**src/common/ext_bus_pkg.sv**
```systemverilog
// constants and carrier types for the multiplexed expansion bus pin block
package ext_bus_pkg;

	// ==================== timing ====================
	localparam int CLK_PERIOD_PS = 5000;
	localparam int RST_MIN_NS    = 50;
	localparam int RST_MIN_CYC   = (RST_MIN_NS * 1000 + CLK_PERIOD_PS - 1) / CLK_PERIOD_PS;

	// ==================== register map ====================
	localparam logic [7:0] AD_CFG_OFS  = 8'h00;
	localparam logic [7:0] AD_DATA_OFS = 8'h04;
	localparam logic [7:0] UP_CFG_OFS  = 8'h08;
	localparam logic [7:0] CTL_CFG_OFS = 8'h0C;
	localparam logic [7:0] STATUS_OFS  = 8'h10;
	localparam logic [7:0] PIN_IN_OFS  = 8'h14;
	localparam int         CFG_WORDS   = 4;
	localparam logic [31:0] AD_CFG_MASK  = 32'hFFFFFFFF;
	localparam logic [31:0] AD_DATA_MASK = 32'h0000FFFF;
	localparam logic [31:0] UP_CFG_MASK  = 32'h003F3F3F;
	localparam logic [31:0] CTL_CFG_MASK = 32'h013F0FFF;
	localparam logic [31:0] CFG_RESET    = 32'h00000000;

	// ==================== field positions ====================
	localparam int UP_FSEL_LSB = 0;
	localparam int UP_DIR_LSB  = 8;
	localparam int UP_OUT_LSB  = 16;
	localparam int ST_FSEL_LSB = 0;
	localparam int ST_DIR_LSB  = 4;
	localparam int ST_OUT_LSB  = 8;
	localparam int CW_FSEL_LSB = 16;
	localparam int CW_DIR_LSB  = 18;
	localparam int CW_OUT_LSB  = 20;
	localparam int STANDBY_BIT = 24;

	// ==================== types ====================
	typedef enum logic [1:0] {MODE_ROMLESS, MODE_SINGLE, MODE_FLASH, MODE_PROHIBITED} mode_type;
	typedef enum logic [2:0] {S_IDLE, S_ADDR, S_DATA, S_WAIT, S_END} bus_state_type;

	typedef struct packed {
		logic        write;
		logic [1:0]  byte_en;
		logic [21:0] addr;
		logic [15:0] wdata;
	} req_type;

	typedef struct packed {
		logic [15:0] ad;
		logic        ad_oe;
		logic [5:0]  up;
		logic        address_latch_strobe_n;
		logic        rd_n;
		logic        uwr_n;
		logic        lwr_n;
	} bus_drive_type;

endpackage : ext_bus_pkg

```
**src/logic/ext_mux_bus_pins.sv**
```systemverilog
// expansion bus sequencer, pin function multiplexing and mode capture
//
// Chosen here: the Wishbone interface to the registers and the register addresses.
`timescale 1ns/1ps

// Functional notes
// - sample wait request at bus clock fall in data and wait states.
// - wait request is asynchronous and passes a two-stage synchroniser.
// - low write strobe active at fall in address state, off at data fall.
// - high write strobe active at fall in address state, off at data fall.
// - read strobe marks reads and stays inactive while idle.
// - latch strobe low at address-state fall, high at end-state fall.
// - mux bus carries address bits 15:0 first, then 16-bit data.
// - upper address pins carry address bits 21:16 during an access.
// - single-chip mode drives bus clock only when its pin selects control.
// - romless mode drives the clock pin always; bus clock runs through a pin reset, low in system reset and standby.
// - mode latched from mode pins during reset; pins held constant by others.
// - both low romless, a high b low single-chip, prog voltage with a high flash.
// - long low on async reset pin resets all but the bus clock divider and wishbone ack and read data, and ends standby.
// - every multifunction pin has its own port/function select bit.
// - address/data pins in port mode have per-bit direction.
// - upper address pins output address when their select bits are set.
// - four strobe pins output write, read and latch strobes in control mode.
// - wait input and clock output each selected individually.
// - standby floats address pins, strobes high, clock output low.
module ext_mux_bus_pins (
	// clock, reset, enable
	input  wire logic                   CLK_IN,
	input  wire logic                   SYS_RST_IN,
	input  wire logic                   CLK_EN_IN,
	// wishbone slave
	input  wire logic                   WB_CYC_IN,
	input  wire logic                   WB_STB_IN,
	input  wire logic                   WB_WE_IN,
	input  wire logic [7:0]             WB_ADR_IN,
	input  wire logic [3:0]             WB_SEL_IN,
	input  wire logic [31:0]            WB_DAT_IN,
	output logic      [31:0]            WB_DAT_OUT,
	output logic                        WB_ACK_OUT,
	// access requests from cpu side
	input  wire logic                   REQ_VALID_IN,
	input  wire ext_bus_pkg::req_type   REQ_IN,
	output logic                        REQ_READY_OUT,
	output logic                        DONE_OUT,
	output logic      [15:0]            RDATA_OUT,
	output ext_bus_pkg::mode_type       MODE_OUT,
	// reset and mode pins
	input  wire logic                   RESET_N_IN,
	input  wire logic                   MODE_PIN_A_IN,
	input  wire logic                   MODE_PIN_B_IN,
	input  wire logic                   PROG_VOLT_IN,
	// address/data pins
	input  wire logic [15:0]            AD_PINS_IN,
	output logic      [15:0]            AD_PINS_OUT,
	output logic      [15:0]            AD_PINS_OE_OUT,
	// upper address pins
	input  wire logic [5:0]             UP_PINS_IN,
	output logic      [5:0]             UP_PINS_OUT,
	output logic      [5:0]             UP_PINS_OE_OUT,
	// strobe pins: 0 low write, 1 high write, 2 read, 3 latch
	input  wire logic [3:0]             ST_PINS_IN,
	output logic      [3:0]             ST_PINS_OUT,
	output logic      [3:0]             ST_PINS_OE_OUT,
	// clock/wait pins: 0 wait, 1 clock
	input  wire logic [1:0]             CW_PINS_IN,
	output logic      [1:0]             CW_PINS_OUT,
	output logic      [1:0]             CW_PINS_OE_OUT
);

	// ==================== declarations ====================
	logic [31:0]                cfg [ext_bus_pkg::CFG_WORDS];
	logic [31:0]                sync1;
	logic [31:0]                sync2;
	logic [7:0]                 rst_cnt;
	logic                       pin_rst;
	logic                       rst;
	logic                       bus_clk;
	logic                       rise;
	logic                       fall;
	logic                       pend;
	logic                       acc;
	logic                       wait_smp;
	logic                       wait_req;
	logic                       stby;
	logic                       romless;
	logic                       fin;
	ext_bus_pkg::req_type       cur;
	ext_bus_pkg::bus_drive_type drv;
	ext_bus_pkg::bus_state_type st;
	logic [31:0]                next_rd;

	function automatic logic [31:0] merge(input logic [31:0] old, input logic [31:0] val,
		input logic [3:0] sel);
		logic [31:0] res;
		res = old;
		for (int i = 0; i < 4; i++) begin
			if (sel[i]) begin
				res[i*8 +: 8] = val[i*8 +: 8];
			end
		end
		return res;
	endfunction : merge

	function automatic logic [31:0] cfg_mask(input int idx);
		logic [31:0] m;
		m = ext_bus_pkg::CTL_CFG_MASK;
		if (idx == 0) m = ext_bus_pkg::AD_CFG_MASK;
		if (idx == 1) m = ext_bus_pkg::AD_DATA_MASK;
		if (idx == 2) m = ext_bus_pkg::UP_CFG_MASK;
		return m;
	endfunction : cfg_mask

	function automatic ext_bus_pkg::mode_type decode_mode(input logic a, input logic b,
		input logic prog);
		ext_bus_pkg::mode_type m;
		m = ext_bus_pkg::MODE_PROHIBITED;
		if (prog && a) m = ext_bus_pkg::MODE_FLASH;
		else if (!prog && !a && !b) m = ext_bus_pkg::MODE_ROMLESS;
		else if (!prog && a && !b) m = ext_bus_pkg::MODE_SINGLE;
		return m;
	endfunction : decode_mode

	// ==================== pin synchronisers ====================
	// every pin input, wait included, crosses two flops
	always_ff @(posedge CLK_IN) begin
		if (CLK_EN_IN) begin
			sync1 <= {PROG_VOLT_IN, MODE_PIN_B_IN, MODE_PIN_A_IN, RESET_N_IN,
				CW_PINS_IN, ST_PINS_IN, UP_PINS_IN, AD_PINS_IN};
			sync2 <= sync1;
		end
	end

	// ==================== reset pin filter ====================
	// low must persist before it counts; glitches are ignored
	always_ff @(posedge CLK_IN) begin
		if (SYS_RST_IN) begin
			rst_cnt <= 8'h00;
			pin_rst <= 1'b0;
		end else if (CLK_EN_IN) begin
			if (sync2[28]) begin
				rst_cnt <= 8'h00;
			end else if (rst_cnt != 8'(ext_bus_pkg::RST_MIN_CYC)) begin
				rst_cnt <= rst_cnt + 8'h01;
			end
			pin_rst <= !sync2[28] && (rst_cnt == 8'(ext_bus_pkg::RST_MIN_CYC));
		end
	end

	assign rst = SYS_RST_IN || pin_rst;

	// ==================== mode capture ====================
	// track pins only while reset is held, frozen afterwards
	always_ff @(posedge CLK_IN) begin
		if (rst && CLK_EN_IN) begin
			MODE_OUT <= decode_mode(sync2[29], sync2[30], sync2[31]);
		end
	end

	assign romless = (MODE_OUT == ext_bus_pkg::MODE_ROMLESS);

	// ==================== bus clock divider ====================
	// a pin reset keeps the divider running so romless output survives it
	always_ff @(posedge CLK_IN) begin
		if (SYS_RST_IN) begin
			bus_clk <= 1'b0;
		end else if (CLK_EN_IN) begin
			bus_clk <= !bus_clk;
		end
	end

	assign rise = CLK_EN_IN && !bus_clk;
	assign fall = CLK_EN_IN && bus_clk;

	// ==================== register file ====================
	assign stby = cfg[3][ext_bus_pkg::STANDBY_BIT];

	always_ff @(posedge CLK_IN) begin
		if (rst) begin
			for (int i = 0; i < ext_bus_pkg::CFG_WORDS; i++) begin
				cfg[i] <= ext_bus_pkg::CFG_RESET;
			end
		end else if (CLK_EN_IN && WB_CYC_IN && WB_STB_IN && WB_WE_IN && !WB_ACK_OUT) begin
			for (int i = 0; i < ext_bus_pkg::CFG_WORDS; i++) begin
				if (WB_ADR_IN[7:2] == 6'(i)) begin
					cfg[i] <= merge(cfg[i], WB_DAT_IN, WB_SEL_IN) & cfg_mask(i);
				end
			end
		end
	end

	always_comb begin
		next_rd = 32'h00000000;
		unique case (WB_ADR_IN[7:2])
			ext_bus_pkg::AD_CFG_OFS[7:2]:  next_rd = cfg[0];
			ext_bus_pkg::AD_DATA_OFS[7:2]: next_rd = cfg[1];
			ext_bus_pkg::UP_CFG_OFS[7:2]:  next_rd = cfg[2];
			ext_bus_pkg::CTL_CFG_OFS[7:2]: next_rd = cfg[3];
			ext_bus_pkg::STATUS_OFS[7:2]:  next_rd = {28'h0000000, stby, st != ext_bus_pkg::S_IDLE,
				MODE_OUT};
			ext_bus_pkg::PIN_IN_OFS[7:2]:  next_rd = {4'h0, sync2[27:0]};
			default:                       next_rd = 32'h00000000;
		endcase
	end

	// unmapped reads answer zero, unmapped writes are dropped
	always_ff @(posedge CLK_IN) begin
		if (SYS_RST_IN) begin
			WB_ACK_OUT <= 1'b0;
			WB_DAT_OUT <= 32'h00000000;
		end else if (CLK_EN_IN) begin
			WB_ACK_OUT <= WB_CYC_IN && WB_STB_IN && !WB_ACK_OUT;
			WB_DAT_OUT <= next_rd;
		end
	end

	// ==================== request intake ====================
	assign acc = REQ_VALID_IN && REQ_READY_OUT;

	always_ff @(posedge CLK_IN) begin
		if (rst) begin
			REQ_READY_OUT <= 1'b0;
			pend          <= 1'b0;
			cur           <= '0;
		end else if (CLK_EN_IN) begin
			REQ_READY_OUT <= !stby && st == ext_bus_pkg::S_IDLE && !pend && !acc;
			if (acc) begin
				pend <= 1'b1;
				cur  <= REQ_IN;
			end else if (rise && st == ext_bus_pkg::S_IDLE && !stby) begin
				pend <= 1'b0;
			end
		end
	end

	// ==================== bus sequencer ====================
	assign wait_req = cfg[3][ext_bus_pkg::CW_FSEL_LSB] && !sync2[26];

	// states advance on bus clock rises
	always_ff @(posedge CLK_IN) begin
		if (rst) begin
			st <= ext_bus_pkg::S_IDLE;
		end else if (rise) begin
			unique case (st)
				ext_bus_pkg::S_IDLE: if (pend && !stby) st <= ext_bus_pkg::S_ADDR;
				ext_bus_pkg::S_ADDR: st <= ext_bus_pkg::S_DATA;
				ext_bus_pkg::S_DATA,
				ext_bus_pkg::S_WAIT: st <= wait_smp ? ext_bus_pkg::S_WAIT : ext_bus_pkg::S_END;
				ext_bus_pkg::S_END:  st <= ext_bus_pkg::S_IDLE;
			endcase
		end
	end

	// sampled at falls in data and wait states
	always_ff @(posedge CLK_IN) begin
		if (rst) begin
			wait_smp <= 1'b0;
		end else if (fall && (st == ext_bus_pkg::S_DATA || st == ext_bus_pkg::S_WAIT)) begin
			wait_smp <= wait_req;
		end
	end

	always_ff @(posedge CLK_IN) begin
		if (rst) begin
			drv <= '{ad: 16'h0000, ad_oe: 1'b0, up: 6'h00, default: 1'b1};
		end else if (rise) begin
			// address out from the start of the address state
			if (st == ext_bus_pkg::S_IDLE && pend && !stby) begin
				drv.ad    <= cur.addr[15:0];
				drv.ad_oe <= 1'b1;
				drv.up    <= cur.addr[21:16];
			end
			if (st == ext_bus_pkg::S_END) begin
				drv.ad_oe <= 1'b0;
			end
		end else if (fall) begin
			if (st == ext_bus_pkg::S_ADDR) begin
				drv.address_latch_strobe_n <= 1'b0;
				drv.rd_n   <= cur.write;
				drv.lwr_n  <= !(cur.write && cur.byte_en[0]);
				drv.uwr_n  <= !(cur.write && cur.byte_en[1]);
			end
			if (st == ext_bus_pkg::S_DATA) begin
				drv.lwr_n <= 1'b1;
				drv.uwr_n <= 1'b1;
				// data phase turns the bus round for reads
				drv.ad    <= cur.wdata;
				drv.ad_oe <= cur.write;
			end
			if (st == ext_bus_pkg::S_END) begin
				drv.address_latch_strobe_n <= 1'b1;
				drv.rd_n   <= 1'b1;
			end
		end
	end

	// read data taken one cycle late: pin output enable and sync lag would show the address
	always_ff @(posedge CLK_IN) begin
		if (rst) begin
			fin       <= 1'b0;
			DONE_OUT  <= 1'b0;
			RDATA_OUT <= 16'h0000;
		end else if (CLK_EN_IN) begin
			fin      <= rise && st == ext_bus_pkg::S_END;
			DONE_OUT <= fin;
			if (fin) begin
				RDATA_OUT <= sync2[15:0];
			end
		end
	end

	// ==================== pin multiplexing ====================
	always_ff @(posedge CLK_IN) begin
		if (rst) begin
			AD_PINS_OUT    <= 16'h0000;
			AD_PINS_OE_OUT <= 16'h0000;
			UP_PINS_OUT    <= 6'h00;
			UP_PINS_OE_OUT <= 6'h00;
			ST_PINS_OUT    <= 4'h0;
			ST_PINS_OE_OUT <= 4'h0;
			// romless clock keeps running through a pin reset, held low during system reset
			CW_PINS_OUT    <= {romless && bus_clk, 1'b0};
			CW_PINS_OE_OUT <= {romless, 1'b0};
		end else if (CLK_EN_IN) begin
			AD_PINS_OUT    <= (cfg[0][15:0] & drv.ad) | (~cfg[0][15:0] & cfg[1][15:0]);
			AD_PINS_OE_OUT <= (cfg[0][15:0] & {16{drv.ad_oe && !stby}})
				| (~cfg[0][15:0] & cfg[0][31:16]);
			UP_PINS_OUT    <= (cfg[2][5:0] & drv.up) | (~cfg[2][5:0] & cfg[2][21:16]);
			UP_PINS_OE_OUT <= (cfg[2][5:0] & {6{!stby}}) | (~cfg[2][5:0] & cfg[2][13:8]);
			ST_PINS_OUT    <= (cfg[3][3:0] & (stby ? 4'hF : {drv.address_latch_strobe_n, drv.rd_n, drv.uwr_n,
				drv.lwr_n})) | (~cfg[3][3:0] & cfg[3][11:8]);
			ST_PINS_OE_OUT <= cfg[3][3:0] | cfg[3][7:4];
			// wait pin becomes input when selected
			CW_PINS_OUT[0]    <= !cfg[3][16] && cfg[3][20];
			CW_PINS_OE_OUT[0] <= !cfg[3][16] && cfg[3][18];
			// clock output selection, low in standby
			CW_PINS_OUT[1]    <= (cfg[3][17] || romless) ? (bus_clk && !stby) : cfg[3][21];
			CW_PINS_OE_OUT[1] <= cfg[3][17] || romless || cfg[3][19];
		end
	end
endmodule : ext_mux_bus_pins

```
**config.mk**
```make
export PLATFORM = sky130hd
export DESIGN_NAME = ext_mux_bus_pins
export DESIGN_NICKNAME = d
export VERILOG_FILES = /design/src/common/ext_bus_pkg.sv /design/src/logic/ext_mux_bus_pins.sv
export SDC_FILE = /design/constraint.sdc
export NUM_CORES = 1
export LEC_CHECK = 0
export BUFFER_PORTS_ARGS = -buffer_cell sky130_fd_sc_hd__buf_2
export CAP_MARGIN = 25
export CORE_MARGIN = 2
export CORE_UTILIZATION = 50
export CTS_CLUSTER_DIAMETER = 100
export DETAILED_ROUTE_END_ITERATION = 8
export GPL_TIMING_DRIVEN = 0
export MAX_ROUTING_LAYER = met4
export PLACE_DENSITY = 0.85
export SETUP_SLACK_MARGIN = 0.15
export SYNTH_ARGS = -nofsm -noshare
export SYNTH_HDL_FRONTEND = slang
export SYNTH_SLANG_ARGS = --single-unit
```
**constraint.sdc**
```tcl
create_clock -name CLK_IN -period 1.9 [get_ports CLK_IN]
set_clock_uncertainty 0.05 [all_clocks]
set_input_delay 0 -clock CLK_IN [delete_from_list [all_inputs] [get_ports CLK_IN]]
set_output_delay 0 -clock CLK_IN [all_outputs]
set_load 0.01 [all_outputs]
```
==> results.toml, run 1 <==
[layout]
finalNonFillerCells = 1992
layout.nets = 1748
drive_above_1_share = 0.261
multi_input_area_sq_um = 4990
final_common_cell = "buf_2"
num-fill-cells = 1882
final-seq-area_sq_um = 8390
final_cell_mix = "buf_2 (239), dfxtp_1 (184), nand2_1 (174)"
synthToLayoutAreaGrowth_pct = 33.4
final_util = 0.675

[detailed_routing]
wirelength_microns = 46400
vias = 11816
drt-vias-per-instance = 5.93
routedWlPerCell_microns = 23.3
drc = 0
antenna_left = 0
first_pass_iters = 7
drtIter0Drc = 1306

[yosys]
synth.distinct_cells = 62
synth_area_sq_um = 13500
synth_top_flop_cell = "dfxtp_1"
yosysWarnings = 0
synth_nets = 1340
synthArstFlopShare = 0
ys_seq_area_frac = 0.620
synth_seq_cells = 342
synth_edf_count = 153
avgSynthCellArea_sq_um = 11.1
netlist_instances = 1214

[global_routing]
antenna_found_initial = 2
track_usage = 0.326
grt_pass1_vias = 11546
grt_start_max_net_pins = 72
grt_remaining_overflow = 0
grt_pass1_wl_microns = 68000

[critical_path]
end_kind = "flop"
slowest_delay_ns = 0.34
rrSetupSlack_ns = 0.03
crit_chain = "buf_8, buf_8, nor4_4, and3_4, buf_6, nor3_4, buf_6, a221o_1"
arrival_ns = 2.24
crit_type = "reg2reg"
r2r-start = "st[2]"
crit_path_start_kind = "flop"
cp.required_ns = 2.27
crit_fanout = 5
crit_slowest_cell = "a221o_1"
rr_worst_depth = 8
worstReg2RegEnd = "drv[20]"

[power_and_ir_drop]
power_frac_clock = 0.420
switching_share = 0.237
peakVddDrop_mv = 0.748
power_frac_comb = 0.080
seqPwrFrac = 0.499
netSwitchingPower_mw = 3.92
cellLeakagePower_nw = 7.22
power.internal_mw = 12.6
p_per_area_nw_per_um2 = 918

[place]
place_inst = 1785
hpwl_microns = 31700
buffer_ports.inserted = 230
gp_congestion = 0.986
place_ws_ns = -0.852

[clock_network]
clk_latency_ns = 0.54
cts_htree_levels = 2
cts_tree = "done"
cts.path.max_buffers = 3
clock_tree.root_cell = "clkbuf_16"
numCtsBuffers = 36
cts_hold_buf = 116
clk_pin_slew_ns = 0.06
clock-sinks = 342

[sta]
finalHoldViolations = 64
rsz0062_at_grt = "yes"
period_share = 0.984
min_period_ns = 1.87
whs_ns = -0.175
postLayoutSetupSlackWorst_ns = 0.0299
setup_viol = 0
fmax_mhz = 535
setup_tns_ns = 0
slew_viol_final = 0
relSlewSlack = 0.412
tightest_slew_ns = 0.875

[run]
maxCapViolations = 0

[hold_path]
hold-path-cell-count = 1
min-delay-start = "CLK_EN_IN"
worstHoldEndpoint = "sync1[23]"
holdCritPathClass = "in2reg"

[outcome]
violations = "hold timing"
status = "finished, violations left"

[die]
dieWidth_microns = 168
initial_utilization = 0.506
pin_count = 233
die_h_microns = 168
rows = 60
coreArea_sq_um = 26700
die_area_sq_um = 28400
## synthesized netlist by cell type (6+ instances only)
| library cell | number | share of area |
|---|---|---|
| mux4_2 | 7 | 0.012 |
| a21oi_1 | 95 | 0.035 |
| inv_1 | 6 | 0.0017 |
| edfxtp_1 | 153 | 0.34 |
| nand3_1 | 9 | 0.0033 |
| a22oi_1 | 13 | 0.0072 |
| a221o_1 | 24 | 0.018 |
| a211oi_1 | 51 | 0.028 |
| nor2_1 | 103 | 0.029 |
| clkbuf_1 | 56 | 0.016 |
| and2_1 | 72 | 0.033 |
| nor3_1 | 12 | 0.0044 |
| dfxtp_1 | 189 | 0.28 |
| a31oi_1 | 6 | 0.0028 |
| nor2b_1 | 7 | 0.0032 |
| nand2_1 | 174 | 0.048 |
| mux2_2 | 10 | 0.0083 |
| mux2i_1 | 53 | 0.039 |
| buf_2 | 10 | 0.0037 |
| a21o_1 | 11 | 0.0061 |
| and3_1 | 40 | 0.019 |
| o21ai_0 | 23 | 0.0085 |
## routing by layer
| layer | wire length, microns | track usage |
|---|---|---|
| met1 | 17200 | 0.400 |
| met2 | 21900 | 0.527 |
| met3 | 4930 | 0.0636 |
| met4 | 2400 | 0.151 |
| met5 | 0 | - |
## worst max-delay path by stage
stage	from	endpoint	slack (ns)	depth (start not counted)
2_1_floorplan	WB_ADR_IN[7]	cfg[0][0]	0.14	5
3_3_place_gp	CLK_EN_IN	CW_PINS_OUT[1]	-1.31	6
3_5_place_dp	CLK_EN_IN	CW_PINS_OUT[1]	-0.85	6
4_1_cts	st[2]	drv[18]	0.05	7
5_1_grt	st[2]	drv[22]	-0.009	8
6_report	st[2]	drv[20]	0.03	8
## cell type report
cell class | instances | area share
inverters | 6 | 0.00146
flip-flops and latches | 342 | 0.465
plain buffers | 81 | 0.0272
repair buffers | 370 | 0.141
multi-input cells | 785 | 0.277
clock buffers | 55 | 0.0590
well taps | 341 | 0.0237
diodes | 2 | 0.000278
clock inverters | 10 | 0.00548
## registers in the layout (all words and copies together) (netlist names), 3 cells and up
| name | count |
|---|---|
| cfg | 85 |
| AD_PINS_OE_OUT | 16 |
| cur | 41 |
| RDATA_OUT | 16 |
| AD_PINS_OUT | 16 |
| UP_PINS_OE_OUT | 6 |
| rst_cnt | 8 |
| WB_DAT_OUT | 32 |
| ST_PINS_OUT | 4 |
| sync1 | 32 |
| st | 3 |
| ST_PINS_OE_OUT | 4 |
| sync2 | 32 |
| drv | 27 |
| UP_PINS_OUT | 6 |
## timing repair
item | 4_1_cts | 5_1_grt
buffers inserted | 14 | 8
pin swaps | 15 | 30
cloned | 2 | 0
gates resized for setup | 82 | 53
setup endpoints to repair | 298 | 221
hold endpoints to repair | 303 | 64
## critical path: cells and delay by family, from the launching register on
kind	cells	cell delay, ns
DFF	1	0.33
buffers and inverters	4	0.47
and+or+nand+nor	3	0.58
AOI/OAI and AO/OA	1	0.34
## per-stage QoR
stage / cell area (sq um) / hold slack, ns / total power, mW
3_3_place_gp: 15100 / 0.126 / 9.39
6_report: 18000 / -0.175 / 16.5
4_1_cts: 17800 / -0.159 / 16.4
5_1_grt: 18000 / -0.154 / 16.9
2_1_floorplan: 13500 / 0.0489 / 8.82
3_5_place_dp: 15100 / 0.128 / 9.42
## power groups by stage
stage | clock network (mW) | registers, mW | logic, mW
after floorplan | 0 | 8.33 | 0.495
after global placement | 0 | 8.39 | 1.01
after detailed placement | 0 | 8.40 | 1.03
after CTS | 6.93 | 8.24 | 1.26
after global routing | 7.23 | 8.27 | 1.40
final | 6.96 | 8.26 | 1.33
## kinds of logic (layout without fill, tap and decap cells)
family,after synthesis,in the layout,synth area share
buffers and inverters,87,522,0.0284
other,0,2,0
AO/OA/AOI/OAI,243,243,0.118
adder cells (fa/ha/maj),2,2,0.00185
XOR/XNOR,6,6,0.00389
multiplexers,70,70,0.0592
flip-flops,342,342,0.620
AND/OR/NAND/NOR,464,464,0.170
No activity file was read; power rests on OpenSTA's default activity.
==> inputs of run 2 (changes only) <==
--- a/config.mk
+++ b/config.mk
@@ -7,13 +7,16 @@
 export LEC_CHECK = 0
 export BUFFER_PORTS_ARGS = -buffer_cell sky130_fd_sc_hd__buf_2
 export CAP_MARGIN = 25
+export CELL_PAD_IN_SITES_DETAIL_PLACEMENT = 0
+export CELL_PAD_IN_SITES_GLOBAL_PLACEMENT = 1
 export CORE_MARGIN = 2
-export CORE_UTILIZATION = 50
+export CORE_UTILIZATION = 40
 export CTS_CLUSTER_DIAMETER = 100
 export DETAILED_ROUTE_END_ITERATION = 8
 export GPL_TIMING_DRIVEN = 0
 export MAX_ROUTING_LAYER = met4
-export PLACE_DENSITY = 0.85
+export PLACE_DENSITY = 0.86
+export REMOVE_ABC_BUFFERS = 1
 export SETUP_SLACK_MARGIN = 0.15
 export SYNTH_ARGS = -nofsm -noshare
 export SYNTH_HDL_FRONTEND = slang
==> results.toml, run 2 (synthesis results as in run 1) <==
[outcome]
status = "finished clean"

[global_routing]
use_met1 = 0.306
grt_use_met3 = 0.0470
grt_start_max_net_pins = 64
grt_use_met2 = 0.368
grt_pass1_vias = 10534
grt_remaining_overflow = 0
grt_pass1_wl_microns = 61700
track_usage = 0.236
top_usage_layer = "met2"
antenna_found_initial = 0

[sta]
period_share = 0.951
whs_ns = 0.0114
rsz0062_at_grt = "yes"
setup_viol = 0
relSlewSlack = 0.335
min_period_ns = 1.81
tightest_slew_ns = 0.996
finalHoldViolations = 0
slew_viol_final = 0
fmax_mhz = 553
postLayoutSetupSlackWorst_ns = 0.0932

[power_and_ir_drop]
p_per_area_nw_per_um2 = 906
peakVddDrop_mv = 0.536
cellLeakagePower_nw = 7.31

[critical_path]
crit_path_start_kind = "flop"
crit_type = "reg2reg"
cp.required_ns = 2.07
end_kind = "flop"
arrival_ns = 1.97
path_buf_inv = 0
crit_slowest_cell = "and4b_2"
crit_fanout = 8
crit_chain = "and4b_2, and4_4, and3_4, a21o_4"
slowest_delay_ns = 0.34
cpLargestDelayFamily = "simple AND/OR/NAND/NOR gates"

[detailed_routing]
drt-vias-per-instance = 5.31
wirelength_microns = 43100
drc = 0
vias = 10988
drtIter0Drc = 817
first_pass_iters = 5
routedWlPerCell_microns = 20.8
antenna_left = 0

[die]
rows = 67
dieWidth_microns = 188
pin_count = 233
coreArea_sq_um = 33400
die_h_microns = 188
initial_utilization = 0.404
die_area_sq_um = 35300

[clock_network]
cts_htree_levels = 2
clk_latency_ns = 0.52
cts.path.max_buffers = 3
clock_tree.root_cell = "clkbuf_16"
numCtsBuffers = 36
clock-sinks = 342
clk_pin_slew_ns = 0.06
cts_tree = "done"

[place]
dpl-instance-area_sq_um = 15000
hpwl_microns = 26500
buffer_ports.inserted = 230
gp_congestion = 0.873
place_ws_ns = -1.65

[layout]
reg_top3 = "cfg x85, cur x41"
layout.nets = 1723
top_register = "cfg"
largest_register_ffs = 85
synthToLayoutAreaGrowth_pct = 36.4
final_cell_mix = "buf_2 (228), dfxtp_1 (183), nand2_1 (174)"
drive_above_1_share = 0.251
num-fill-cells = 2838
final_common_cell = "buf_2"
antennaDiodeCount = 0
finalInstanceArea_sq_um = 18400

[hold_path]
holdCritPathClass = "in2reg"

[run]
maxCapViolations = 0
-- run 2: cell types whose count changed in the layout (fill, tap and decap cells not counted), moves of 8 or more --
cell,before,now
buf_2,239,228
dlygate4sd3_1,116,146
buf_6,12,1
clkbuf_2,13,0
clkbuf_8,11,3
clkbuf_1,47,8
-- run 2: final cells by class --
class	instances	area [sq um]	share of cell area
tap	448	561	0.0304
clock buffer	48	997	0.0541
clock inverter	16	178	0.00963
inverter	6	22.5	0.00122
multi-input combinational	789	5010	0.272
timing repair buffer	422	3280	0.178
sequential	342	8400	0.455
-- run 2: path summary, 6_finish.rpt --
path	from	end	slack, ns	cells past startpoint
max	WB_ACK_OUT	cfg[3][3]	0.09	4
min	WB_ADR_IN[5]	WB_DAT_OUT[4]	0.01	5
min reg2reg	sync1[21]	sync2[21]	0.37	0
max reg2reg	WB_ACK_OUT	cfg[3][3]	0.09	4
-- run 2: through the flow --
stage,TNS (ns),instances,power (mW),utilization
2_1_floorplan,-55.38,1133,8.74,-
3_3_place_gp,-1219.09,1811,9.32,0.445
3_5_place_dp,-221.03,1819,9.35,0.450
4_1_cts,0,2054,16.7,0.543
5_1_grt,0,2071,17.2,0.551
6_report,0,2071,16.7,0.551
-- run 2: tightest hold or removal path, cell delays in order --
cell     delay, ns
buf_2         0.10
or4b_4        0.17
nor2_1        0.11
nand2_1       0.08
a31oi_1       0.06
-- run 2: routing by layer --
layer  routed length (microns)  part of all wire
met3                      3410             0.079
met1                     18200              0.42
met2                     20100              0.47
met4                      1400             0.032
met5                         0                 0
-- run 2: what timing repair did --
item                                    CTS  global route
endpoints found under the setup margin  282           142
gates resized for setup                  58            16
gates cloned                              5             6
hold endpoints to repair                292             0
setup buffers                            19            11
pin swaps                                10            18
hold buffers                            147             0
-- run 2: report_power, final --
group          total, mW  leakage, nW  switching, mW  internal [mW]
clock               7.08        0.569           2.85           4.23
sequential          8.21         3.08          0.209           8.00
combinational       1.43         3.66          0.753          0.674
==> inputs of run 3 (changes only) <==
==> constraint.sdc (replaced) <==
create_clock -name CLK_IN -period 1.9 [get_ports CLK_IN]
set_clock_uncertainty 0.05 [all_clocks]
set_input_delay 0.19 -clock CLK_IN [delete_from_list [all_inputs] [get_ports CLK_IN]]
set_output_delay 0.19 -clock CLK_IN [all_outputs]
set_load 0.01 [all_outputs]
==> results.toml, run 3 (synthesis results as in run 1) <==
[outcome]
status = "finished clean"

[critical_path]
r2r-start = "WB_ACK_OUT"
arrival_ns = 1.99
crit_fanout = 8
crit_slowest_cell = "and4b_2"
cpLargestDelayFamily = "simple AND/OR/NAND/NOR gates"
rr_worst_depth = 4
slowest_delay_ns = 0.35
crit_type = "reg2reg"
path_buf_inv = 0
end_kind = "flop"
worstReg2RegEnd = "cfg[3][6]"
cp.required_ns = 2.07
rrSetupSlack_ns = 0.07
crit_chain = "and4b_2, and4_4, and3_4, a21o_4"
crit_path_start_kind = "flop"

[global_routing]
use_met1 = 0.300
grt_remaining_overflow = 0
track_usage = 0.233
grt_pass1_wl_microns = 60600
antenna_found_initial = 2
grt_use_met2 = 0.356
grt_pass1_vias = 10347
top_usage_layer = "met2"
grt_use_met3 = 0.0474
grt_start_max_net_pins = 64

[sta]
fmax_mhz = 548
rsz0062_at_grt = "yes"
relSlewSlack = 0.366
period_share = 0.961
finalHoldViolations = 0
tightest_slew_ns = 0.950
setup_tns_ns = 0
min_period_ns = 1.83
setup_viol = 0
postLayoutSetupSlackWorst_ns = 0.0736
slew_viol_final = 0

[power_and_ir_drop]
netSwitchingPower_mw = 3.77
power.internal_mw = 12.8
power_frac_clock = 0.426
peakVddDrop_mv = 0.540
fin_total_pwr_mw = 16.6
switching_share = 0.227
cellLeakagePower_nw = 7.07
p_per_area_nw_per_um2 = 925
power_frac_comb = 0.078
seqPwrFrac = 0.495

[layout]
synthToLayoutAreaGrowth_pct = 32.6
reg_top3 = "cfg x85, cur x41"
top_register = "cfg"
num-fill-cells = 2900
final_common_cell = "buf_2"
drive_above_1_share = 0.255
largest_register_ffs = 85
layout.nets = 1673
finalNonFillerCells = 2023
final_util = 0.536
final_cell_mix = "buf_2 (228), dfxtp_1 (183), nand2_1 (174)"

[place]
hpwl_microns = 26500
buffer_ports.inserted = 230
place_ws_ns = -1.84
gp_congestion = 0.873
place_inst = 1819

[die]
rows = 67
coreArea_sq_um = 33400
initial_utilization = 0.404
pin_count = 233
die_area_sq_um = 35300
dieWidth_microns = 188
die_h_microns = 188

[clock_network]
clk_latency_ns = 0.52
numCtsBuffers = 36
clk_pin_slew_ns = 0.06
cts_htree_levels = 2
cts_tree = "done"
clock_tree.root_cell = "clkbuf_16"
clock-sinks = 342
cts.path.max_buffers = 3

[detailed_routing]
routedWlPerCell_microns = 20.5
drt-vias-per-instance = 5.27
drtIter0Drc = 888
wirelength_microns = 41400
vias = 10652
first_pass_iters = 5
antenna_left = 0
drc = 0

[hold_path]
holdCritPathClass = "in2reg"
min-delay-start = "WB_ADR_IN[5]"
worstHoldEndpoint = "WB_DAT_OUT[3]"
hold-path-cell-count = 4

[run]
maxCapViolations = 0
run 3: power by group through the flow:
stage	registers, mW	logic [mW]	clock network, mW
3_3_place_gp	8.36	0.956	0
5_1_grt	8.24	1.39	7.48
4_1_cts	8.21	1.26	7.17
3_5_place_dp	8.37	0.982	0
2_1_floorplan	8.33	0.410	0
6_report	8.21	1.30	7.07
run 3: worst max path at each step:
stage,from,endpoint,slack [ns],cells after the start
after floorplan,pin_rst,drv[11],-0.64,3
after global placement,CLK_EN_IN,cur[39],-5.83,5
after detailed placement,CLK_EN_IN,cfg[1][7],-1.84,7
after CTS,WB_ACK_OUT,cfg[1][3],0.12,5
after global routing,WB_ACK_OUT,cfg[3][3],0.07,4
final,WB_ACK_OUT,cfg[3][6],0.07,4
run 3: area by class of cell:
class                           count  area (sq um)  area share
Antenna cell                        2          5.00    0.000279
Clock buffer                       48           997      0.0556
Clock inverter                     16           178     0.00991
Inverter                            6          26.3     0.00147
Multi-Input combinational cell    789          5020       0.280
Sequential cell                   342          8390       0.468
Tap cell                          448           561      0.0313
Timing Repair Buffer              372          2750       0.154
run 3: per-stage QoR:
step / instance area (sq um) / hold slack (ns)
floorplan: 13200 / 0.209
global placement: 14900 / 0.318
detailed placement: 15000 / 0.319
CTS: 17800 / 0.0108
global route: 17900 / 0.0391
finish: 17900 / 0.0235
run 3: per-layer routing:
layer | part of all wire | up-vias
met5 | 0 | -
met4 | 0.042 | 0
met3 | 0.070 | 108
met2 | 0.46 | 434
met1 | 0.43 | 5074
li1 | - | 5036
run 3: what timing repair did:
item                                    CTS  global route
gates cloned                              6             3
gates resized for setup                  60            16
endpoints found under the setup margin  294           142
pin swaps                                11            16
hold endpoints to repair                158             0
hold buffers                            106             0
setup buffers                            21             2
run 3: worst register-to-register path, delay by kind of cell (launching register included):
| kind | cells | cell delay, ns |
|---|---|---|
| flops | 1 | 0.32 |
| simple gates | 3 | 0.93 |
| compound gates | 1 | 0.23 |
